## config.mk

```make
export PLATFORM = sky130hd
export DESIGN_NAME = lss_scan_top
export DESIGN_NICKNAME = d
export VERILOG_FILES = /design/src/rtl/lsscan_pkg.sv /design/src/rtl/lss_buf_if.sv /design/src/rtl/lss_skid_buf.sv /design/src/rtl/lss_scan_top.sv
export SDC_FILE = /design/constraint.sdc
export NUM_CORES = 1
export LEC_CHECK = 0
export BUFFER_PORTS_ARGS = -buffer_cell sky130_fd_sc_hd__buf_2
export CAP_MARGIN = 20
export CORE_UTILIZATION = 50
export DETAILED_ROUTE_END_ITERATION = 8
export PLACE_DENSITY = 0.68
export SYNTH_ARGS = -nofsm -noshare
export SYNTH_HDL_FRONTEND = slang
export SYNTH_SLANG_ARGS = --single-unit
```

## constraint.sdc

```tcl
create_clock -name clk -period 5.3 [get_ports clk]
set_input_delay 1.06 -clock clk [delete_from_list [all_inputs] [get_ports clk]]
set_output_delay 1.06 -clock clk [all_outputs]
set_load 0.01 [all_outputs]
```

## src/rtl/lsscan_pkg.sv

```systemverilog
// Package with constants for the linear sensor scan readout
package lsscan_pkg;
    localparam int unsigned CLK_HZ = 20000000;
    localparam int unsigned PIXEL_COUNT = 1024;
    localparam int unsigned CYCLES_PER_PIXEL = 4;
    localparam int unsigned PIX_W = 10;
    localparam int unsigned SCAN_PERIOD_CLKS = 4104;
    // Sensor clock limits in kHz, kept for reference; neither the RTL nor the bench uses them
    localparam int unsigned SENSOR_CLK_MIN_KHZ = 10;
    localparam int unsigned SENSOR_CLK_MAX_KHZ = 800;
    localparam int unsigned PIXEL_RATE_MAX_KHZ = 200;
    localparam logic [1:0] PHASE_RESET = 2'h0;
    localparam logic [1:0] PHASE_LAST = 2'h3;
    localparam logic [1:0] PHASE_TRIG = 2'h1;
    localparam logic [9:0] PIX_RESET = 10'h000;
    localparam logic [9:0] PIX_LAST = 10'h3FF;
    localparam int unsigned INTEG_W = 24;
    typedef enum logic [2:0] {
        LSS_IDLE = 3'b001,
        LSS_ARMED = 3'b010,
        LSS_SCAN = 3'b100
    } lss_state_type;
endpackage

```

## src/rtl/lss_buf_if.sv

```systemverilog
// Interface carrying pixel words between the scanner and the output buffer
`timescale 1ns/1ps
interface lss_buf_if #(parameter int unsigned W = 11);
    logic valid;
    logic ready;
    logic [W-1:0] data;
    modport src (output valid, output data, input ready);
    modport dst (input valid, input data, output ready);
endinterface

```

## src/rtl/lss_skid_buf.sv

```systemverilog
// Two-entry buffer with valid and ready on both sides
`timescale 1ns/1ps
module lss_skid_buf #(
    parameter int unsigned W = 11
) (
    // Clock and reset
    input wire logic clk,
    input wire logic rst_b,
    // Filling side
    lss_buf_if.dst in_p,
    // Draining side
    output logic out_valid,
    input wire logic out_ready,
    output logic [W-1:0] out_data
);
    logic [W-1:0] mem_q [2];
    logic wr_ptr_q;
    logic rd_ptr_q;
    logic [1:0] cnt_q;
    wire push = in_p.valid && in_p.ready;
    wire pop = out_valid && out_ready;

    // Ready only while a slot is free, so a stalled drain backs up the source
    assign in_p.ready = (cnt_q != 2'h2);
    assign out_valid = (cnt_q != 2'h0);
    assign out_data = mem_q[rd_ptr_q];

    // Storage and pointers
    always_ff @(posedge clk or negedge rst_b) begin
        if (!rst_b) begin
            wr_ptr_q <= 1'b0;
            rd_ptr_q <= 1'b0;
            cnt_q <= 2'h0;
            mem_q[0] <= '0;
            mem_q[1] <= '0;
        end else begin
            if (push) begin
                mem_q[wr_ptr_q] <= in_p.data;
                wr_ptr_q <= ~wr_ptr_q;
            end
            if (pop) begin
                rd_ptr_q <= ~rd_ptr_q;
            end
            cnt_q <= cnt_q + {1'b0, push} - {1'b0, pop};
        end
    end
endmodule

```

## src/rtl/lss_scan_top.sv

```systemverilog
// Scan readout timing generator of a 1024-pixel linear image sensor
`timescale 1ns/1ps
module lss_scan_top #(
    parameter int unsigned PIXELS = lsscan_pkg::PIXEL_COUNT
) (
    // System clock and reset
    input wire logic clk,
    input wire logic rst_b,
    // Controller pins, asynchronous to clk
    input wire logic sensor_clk,
    input wire logic scan_start_pulse,
    input wire logic gain_select_level,
    // Sensor outputs
    output logic trig_out,
    output logic scan_done_out,
    // Pixel stream: index, gain flag, and integration time in sensor clocks
    output logic pix_valid,
    input wire logic pix_ready,
    output logic [lsscan_pkg::PIX_W-1:0] pix_index,
    output logic pix_high_gain,
    output logic [lsscan_pkg::INTEG_W-1:0] integ_clks,
    output logic overrun_out
);
    localparam int unsigned DW = lsscan_pkg::PIX_W + 1;

    // Two-stage synchronisers for start and gain, three stages for the sensor clock
    logic sck_s1_q, sck_s2_q, sck_s3_q;
    logic st_s1_q, st_s2_q;
    logic g_s1_q, g_s2_q;
    always_ff @(posedge clk or negedge rst_b) begin
        if (!rst_b) begin
            // Idle levels of the pins, so no false edge or start follows reset
            sck_s1_q <= 1'b1;
            sck_s2_q <= 1'b1;
            sck_s3_q <= 1'b1;
            st_s1_q <= 1'b1;
            st_s2_q <= 1'b1;
            g_s1_q <= 1'b1;
            g_s2_q <= 1'b1;
        end else begin
            sck_s1_q <= sensor_clk;
            sck_s2_q <= sck_s1_q;
            sck_s3_q <= sck_s2_q;
            st_s1_q <= scan_start_pulse;
            st_s2_q <= st_s1_q;
            g_s1_q <= gain_select_level;
            g_s2_q <= g_s1_q;
        end
    end

    // Sensor clock edges as one-cycle enables; only stages two and three are compared
    wire sck_fall = sck_s3_q && !sck_s2_q;
    wire sck_rise = !sck_s3_q && sck_s2_q;
    wire start_low = !st_s2_q;

    lsscan_pkg::lss_state_type state_q, state_d;
    logic [1:0] phase_q;
    logic [lsscan_pkg::PIX_W-1:0] pix_q;
    logic done_q;
    logic trig_q;
    logic [lsscan_pkg::INTEG_W-1:0] integ_cnt_q;
    logic [lsscan_pkg::INTEG_W-1:0] integ_last_q;
    logic ovr_q;

    lss_buf_if #(.W(DW)) buf_p ();

    // Start sequence: the falling edge seen while start is low launches a scan
    wire start_hit = sck_fall && start_low;
    // Stall only at the emit point while the buffer is full, so no pixel is lost
    // and a held slot never repeats its trigger
    wire advance = sck_fall && (buf_p.ready || (phase_q != lsscan_pkg::PHASE_RESET));
    wire last_pix = (pix_q == lsscan_pkg::PIX_W'(PIXELS - 1));
    wire last_slot = last_pix && (phase_q == lsscan_pkg::PHASE_LAST);
    wire pix_emit = (state_q == lsscan_pkg::LSS_SCAN) && advance
                    && (phase_q == lsscan_pkg::PHASE_RESET);

    // Next state decode
    always_comb begin
        state_d = state_q;
        unique case (state_q)
            lsscan_pkg::LSS_IDLE: begin
                if (start_hit) begin
                    state_d = lsscan_pkg::LSS_SCAN;
                end
            end
            lsscan_pkg::LSS_ARMED: begin
                state_d = lsscan_pkg::LSS_SCAN;
            end
            lsscan_pkg::LSS_SCAN: begin
                if (advance && last_slot) begin
                    state_d = lsscan_pkg::LSS_IDLE;
                end
            end
            default: begin
                state_d = lsscan_pkg::LSS_IDLE;
            end
        endcase
    end

    // State, pixel slot counter and phase within the slot
    always_ff @(posedge clk or negedge rst_b) begin
        if (!rst_b) begin
            state_q <= lsscan_pkg::LSS_IDLE;
            phase_q <= lsscan_pkg::PHASE_RESET;
            pix_q <= lsscan_pkg::PIX_RESET;
        end else begin
            state_q <= state_d;
            if (state_q == lsscan_pkg::LSS_IDLE && start_hit) begin
                phase_q <= lsscan_pkg::PHASE_RESET;
                pix_q <= lsscan_pkg::PIX_RESET;
            end else if (state_q == lsscan_pkg::LSS_SCAN && advance) begin
                phase_q <= phase_q + 2'h1;
                if (phase_q == lsscan_pkg::PHASE_LAST) begin
                    pix_q <= pix_q + 10'h001;
                end
            end
        end
    end

    // Trigger marks the mid-slot sampling point on a rising sensor clock edge
    always_ff @(posedge clk or negedge rst_b) begin
        if (!rst_b) begin
            trig_q <= 1'b0;
        end else if (sck_rise || sck_fall) begin
            trig_q <= (state_q == lsscan_pkg::LSS_SCAN) && sck_rise
                      && (phase_q == lsscan_pkg::PHASE_TRIG);
        end
    end

    // End of scan rises after the last slot and falls with the next start
    always_ff @(posedge clk or negedge rst_b) begin
        if (!rst_b) begin
            done_q <= 1'b0;
        end else if (state_q == lsscan_pkg::LSS_SCAN && advance && last_slot) begin
            done_q <= 1'b1;
        end else if (state_q == lsscan_pkg::LSS_IDLE && start_hit) begin
            done_q <= 1'b0;
        end
    end

    // Integration time: sensor clocks between successive starts, shared by every pixel
    always_ff @(posedge clk or negedge rst_b) begin
        if (!rst_b) begin
            integ_cnt_q <= '0;
            integ_last_q <= '0;
        end else if (state_q == lsscan_pkg::LSS_IDLE && start_hit) begin
            integ_last_q <= integ_cnt_q;
            // The start fall itself opens the new interval
            integ_cnt_q <= lsscan_pkg::INTEG_W'(1);
        end else if (sck_fall && integ_cnt_q != '1) begin
            integ_cnt_q <= integ_cnt_q + 1'b1;
        end
    end

    // A start seen mid-scan is ignored and flagged, since the scan cannot restart
    always_ff @(posedge clk or negedge rst_b) begin
        if (!rst_b) begin
            ovr_q <= 1'b0;
        end else if (state_q == lsscan_pkg::LSS_SCAN && start_hit) begin
            ovr_q <= 1'b1;
        end else if (state_q == lsscan_pkg::LSS_IDLE && start_hit) begin
            ovr_q <= 1'b0;
        end
    end

    // Pixel words into the buffer, one per slot
    assign buf_p.valid = pix_emit;
    assign buf_p.data = {g_s2_q, pix_q};

    logic bo_valid;
    logic [DW-1:0] bo_data;
    lss_skid_buf #(.W(DW)) u_buf (
        .clk(clk),
        .rst_b(rst_b),
        .in_p(buf_p),
        .out_valid(bo_valid),
        .out_ready(!pix_valid || pix_ready),
        .out_data(bo_data)
    );

    // Registered stream outputs
    always_ff @(posedge clk or negedge rst_b) begin
        if (!rst_b) begin
            pix_valid <= 1'b0;
            pix_index <= '0;
            pix_high_gain <= 1'b0;
            integ_clks <= '0;
        end else if (!pix_valid || pix_ready) begin
            pix_valid <= bo_valid;
            if (bo_valid) begin
                pix_index <= bo_data[lsscan_pkg::PIX_W-1:0];
                pix_high_gain <= !bo_data[DW-1]; // Low level selects high gain
                integ_clks <= integ_last_q;
            end
        end
    end

    assign trig_out = trig_q;
    assign scan_done_out = done_q;
    assign overrun_out = ovr_q;
endmodule

```

# Word-level counts from Yosys, hierarchy flattened
# Index checks and enable logic that the tools add are counted.
word_totals:
  register_bits: 135
  out_inout_bits: 39
  word_cells: 101
op_classes:
  n_addsub: 5
  magnitude_cmp: 3
  eq_ne: 10
  mux: 19
  n_bitwise: 4
  n_reduce_logical: 36
ops:
  columns: ["operator", "count"]
  rows:
  - ["$mux W24", 2]
  - ["$mux W11", 4]
  - ["$mux W10", 3]
  - ["$add A24 B1 Y24 const B", 1]
  - ["$ne A24 B24 Y1 const B", 1]
  - ["$bwmux W22", 1]
  - ["$logic_and A1 B1 Y1", 17]
  - ["$reduce_bool A2 Y1", 7]
  - ["$demux W11 S1", 1]
  - ["$add A10 B1 Y10 const B", 1]
  - ["$eq A10 B10 Y1 const B", 1]
  - ["$pmux W3 S3", 1]
  - ["$mux W3", 2]
  - ["$reduce_and A2 Y1", 3]
  - ["$logic_not A1 Y1", 5]
  - ["$ge A2 B2 Y1 const B", 2]
  - ["$mux W2", 2]
  - ["$ne A2 B2 Y1 const B", 2]
  - ["$not A1 Y2", 2]
  - ["$eq A3 B1 Y1 const B", 1]
  - ["$eq A3 B2 Y1 const B", 1]
  - ["$eq A3 B3 Y1 const B", 1]
  - ["$logic_or A1 B1 Y1", 3]
  - ["$mux W1", 3]
  - ["other kinds (9)", 10]

# Logic depth before layout (Yosys ltp)
logic_depth:
  ltp_word: 8
  mapped_depth: 8
  ltp_nobuf: 7

# By module
# From an unflattened synthesis, not the netlist that was laid out.
hier_totals:
  hier_cells: 509
  area_unflattened_um2: 5935.7
modules_own_cells:
  columns: ["module", "instances", "cells_each", "area_per_inst_um2", "seq_area_each_um2"]
  rows:
  - ["lss_scan_top", 1, 434, 4693.3, 2712.6]
  - ["lss_skid_buf", 1, 75, 1242.4, 650.6]

# Least setup slack after synthesis
# No wires, ideal clock.
synth_timing:
  kind: "input to register"
  from: "input port pix_ready"
  to: "register u_buf.cnt_q[1]"
  setup_time_ns: 0.123
  t_arrival_ns: 2.381
  required_ns: 5.177
  setup_slack_ns: 2.795
  cell_stages: 7
  path_cell_list: "inv_1 > a21oi_1 > buf_1 > clkbuf_1 > ha_1 > nor2_1 > xnor2_1"
synth_between:
  elab_chain_cells: 3
synth_rtl:
  columns: ["item", "line_no", "text"]
  rows:
  - ["start: declaration", "lss_scan_top.sv:18", "input wire logic pix_ready,"]
  - ["$logic_or A1 B1 Y1", "lss_scan_top.sv:177", ".out_ready(!pix_valid || pix_ready),"]
  - ["$logic_and A1 B1 Y1", "lss_skid_buf.sv:21", "wire pop = out_valid && out_ready;"]
  - ["net u_buf.pop", "lss_skid_buf.sv:21", null]
  - ["$sub A2 B1 Y2", "lss_skid_buf.sv:44", "cnt_q <= cnt_q + {1'b0, push} - {1'b0, pop};"]
  - ["end signal: assignment", "lss_skid_buf.sv:44", null]
  - ["end: declaration", "lss_skid_buf.sv:19", "logic [1:0] cnt_q;"]
# The timed path passes the listed nets, and every way through them passes these cells.
# A chain may end at the register's enable or synchronous reset.

# Worst setup path after layout
layout_timing:
  from: "register sck_s3_q"
  to: "register u_buf.mem_q[12] (netlist name)"
layout_between:
  elab_chain_cells: 5
layout_rtl:
  columns: ["item", "line_no", "text"]
  rows:
  - ["start: declaration", "lss_scan_top.sv:27", "logic sck_s1_q, sck_s2_q, sck_s3_q;"]
  - ["start signal: assignment", "lss_scan_top.sv:43", "sck_s3_q <= sck_s2_q;"]
  - ["$logic_and A1 B1 Y1", "lss_scan_top.sv:52", "wire sck_fall = sck_s3_q && !sck_s2_q;"]
  - ["$logic_and A1 B1 Y1", "lss_scan_top.sv:71", "wire advance = sck_fall && (buf_p.ready || (phase_q != lsscan_pkg::PHASE_RESET));"]
  - ["$logic_and A1 B1 Y1", "lss_scan_top.sv:74", "wire pix_emit = (state_q == lsscan_pkg::LSS_SCAN) && advance"]
  - ["$logic_and A1 B1 Y1", "lss_scan_top.sv:75", "&& (phase_q == lsscan_pkg::PHASE_RESET);"]
  - ["$logic_and A1 B1 Y1", "lss_skid_buf.sv:20", "wire push = in_p.valid && in_p.ready;"]
  - ["end signal: indexed assignment", "lss_skid_buf.sv:38", "mem_q[wr_ptr_q] <= in_p.data;"]
  - ["end: declaration", "lss_skid_buf.sv:16", "logic [W-1:0] mem_q [2];"]
# Every way passes these cells.

==> results.py <==
metrics = {
    "worst_setup_path": {
        "crit_required_ps": 5610,
        "endpoint_kind": "flop",
        "worst_setup_path_start_kind": "flop",
        "critical_path.max_fanout": 26,
        "cp.arrival_ps": 3440,
        "crit_type": "reg2reg",
        "slowest_stage": "nor2_1",
        "critPathMaxStageDelay_ps": 790,
        "path_cells": "ha_1 > and3b_1 > nand3_1 > nor2_1 > mux2_2",
    },
    "global_routing": {
        "grt_usage": 0.210,
        "grt_overflow": 0,
        "grt_pass1_wl_um": 18900,
        "grt_pass1_vias": 3806,
        "grt_max_degree": 84,
        "antenna_found_initial": 0,
    },
    "power_and_ir_drop": {
        "p_per_area_mw_per_mm2": 416,
        "p_clk_frac": 0.423,
        "p_leak_nw": 3.36,
        "p_comb_frac": 0.145,
        "p_sw_uw": 780,
        "pwr-share-seq": 0.433,
        "peakVddDrop_mv": 0.347,
        "power.share.switching": 0.275,
        "power.internal_mw": 2.06,
    },
    "yosys": {
        "ys_ff_latch": 134,
        "ys_seq_area_frac": 0.577,
        "synth_cell_types": 46,
        "avgSynthCellArea_um2": 11.2,
        "synthTopCellsByArea": "dfrtp_1 54%, mux2_2 9.1%, nand2_1 5.5%, dfstp_2 3.6%, nor2_1 2.9%",
        "synthArstFlopShare": 1.00,
        "synth_area_mm2": 0.00583,
        "synth_edf_count": 0,
        "synthCells": 523,
        "synth_ff_type": "dfrtp_1",
        "synth_nets": 537,
        "synth_top_area_share": 0.541,
        "ys_warn_count": 0,
        "yosys.area.top_type": "dfrtp_1",
    },
    "die": {
        "top_level_ports": 45,
        "die_area_mm2": 0.0121,
        "die_h_um": 110,
        "die_w_um": 110,
        "rows": 39,
        "start_util": 0.513,
        "core_area_mm2": 0.0114,
    },
    "clocking": {
        "cts.sinks": 134,
        "hold_buffers": 0,
        "cts-root-buf": "clkbuf_16",
        "cts.clk_slew.worst_paths_ps": 60,
        "cts_tree": "built",
        "ctsLongestPathBuffers": 2,
        "cts_resized": 0,
        "htreeDepth": 4,
        "cts_made_buffers": 17,
        "cts_setup_buffers": 0,
        "clk_latency_ps": 430,
    },
    "timing": {
        "finClkSkew_ps": 8.20,
        "tightest_slew_ps": 992,
        "slew_viol_final": 0,
        "maxSlewHeadroom": 0.336,
        "fmaxAchievable_ghz": 0.320,
        "fin_setup_tns_ps": 0,
        "fin_crit_sh": 0.590,
        "rsz0062_at_grt": "false",
        "setup_violations": 0,
        "hold_viol_final": 0,
        "min_period_ps": 3130,
    },
    "routing": {
        "wl_per_cell_um": 15.7,
        "drt_iter0_drc": 263,
        "drc": 0,
        "wl_um": 11400,
        "viasPerCell": 5.49,
        "firstDrtPassIters": 5,
        "antenna_left": 0,
        "via_count": 3978,
    },
    "finish": {
        "layout_commonest_cell": "dfrtp_1",
        "final_core_util": 0.599,
        "drive_above_1_share": 0.253,
        "layout_common_cells": "126 x dfrtp_1, 85 x nand2_1, 47 x mux2_2, 44 x nor2_1, 43 x buf_2",
        "area_delta_synth_final_pct": 16.8,
        "fin_nets": 582,
        "diodes": 0,
    },
    "status": {
        "status": "finished, final reports clean",
    },
    "placed_design": {
        "port_buffers": 44,
        "place.gp.congestion": 0.816,
        "dpl.hpwl_um": 7350,
    },
    "min_path": {
        "min_path_type": "reg2reg",
    },
    "run": {
        "cap_violations": 0,
    },
}
[cell families after synthesis]
kind of cell / Yosys count / share of synthesized area
xor gates and xnor gates: 23 / 0.0345
muxes: 60 / 0.113
adders and majority gates: 8 / 0.0172
buffers and inverters: 38 / 0.0268
AOI/OAI and AO/OA: 58 / 0.0575
DFF: 134 / 0.577
and+or+nand+nor: 202 / 0.174
[power groups by stage]
stage / clock network (mW) / registers [mW] / logic, mW
after floorplan: 0 / 1.24 / 0.263
after detailed placement: 0 / 1.25 / 0.412
after CTS: 1.22 / 1.23 / 0.414
after global routing: 1.27 / 1.24 / 0.459
final: 1.20 / 1.23 / 0.410
after global placement: 0 / 1.24 / 0.396
[through the flow]
stage          setup slack (ps)  area, µm²  hold WS [ps]  instances  total power, mW
2_1_floorplan              2800       5830           345        523             1.50
3_3_place_gp               2270       6180           348        691             1.63
3_5_place_dp               2180       6180           353        691             1.66
4_1_cts                    2180       6790           362        723             2.86
5_1_grt                    1900       6820           363        724             2.97
6_report                   2170       6820           361        724             2.84
[state kept, by name (all words and copies together), names as in the netlist, 2 cells and up]
signal / count
integ_clks: 24
integ_cnt_q: 24
integ_last_q: 24
phase_q: 2
pix_index: 10
pix_q: 10
state_q: 2
u_buf.cnt_q: 2
u_buf.mem_q: 22
[final timing paths]
kind / cells past startpoint / from / end / slack [ps]
worst max-delay path: 5 / sck_s3_q$_DFF_PN1_ / u_buf.mem_q[12]$_DFFE_PN0P_ / 2170
worst min-delay path: 0 / st_s1_q$_DFF_PN1_ / st_s2_q$_DFF_PN1_ / 360
worst max register to register: 5 / sck_s3_q$_DFF_PN1_ / u_buf.mem_q[12]$_DFFE_PN0P_ / 2170
worst min register to register: 0 / st_s1_q$_DFF_PN1_ / st_s2_q$_DFF_PN1_ / 360
max in group asynchronous: 3 / rst_b / sck_s3_q$_DFF_PN1_ / 3830
min in group asynchronous: 1 / rst_b / pix_index[5]$_DFFE_PN0P_ / 460
[cell usage after synthesis (2+ instances only)]
library cell,instances
a21oi_1,17
and3_1,6
and3b_1,2
buf_1,4
buf_2,3
clkbuf_1,14
clkbuf_2,2
dfrtp_1,126
dfstp_2,8
ha_1,8
inv_1,13
mux2_2,47
mux2i_1,13
nand2_1,85
nand3_1,22
nand3b_1,3
nand4_1,11
nand4_4,2
nand4b_1,2
nor2_1,45
nor3_1,3
nor4_1,2
nor4_4,2
o211ai_1,12
o21ai_0,21
o21ai_1,2
o22ai_1,2
or4_1,7
xnor2_1,7
xor2_1,16
[worst max-delay path: cells and delay by family, from the launching register on]
kind                     cells  cell delay [ps]
AND/OR/NAND/NOR              3             1290
multiplexers                 1              430
adder cells (fa/ha/maj)      1              750
flip-flops                   1              530
[area by class of cell]
cell class,instances,area (µm²)
fillers,945,4550
flip-flops and latches,134,3360
multi-input cells,351,2330
clock buffers,18,429
repair buffers,50,288
well taps,143,179
clock inverters,14,176
inverters,14,52.6
[metal layers]
metal	GRT usage	routed length, µm
met3	0.0547	678
met5	0	0
met4	0.105	226
met2	0.297	4990
met1	0.298	5500
Power figures use the tool's default switching activity.
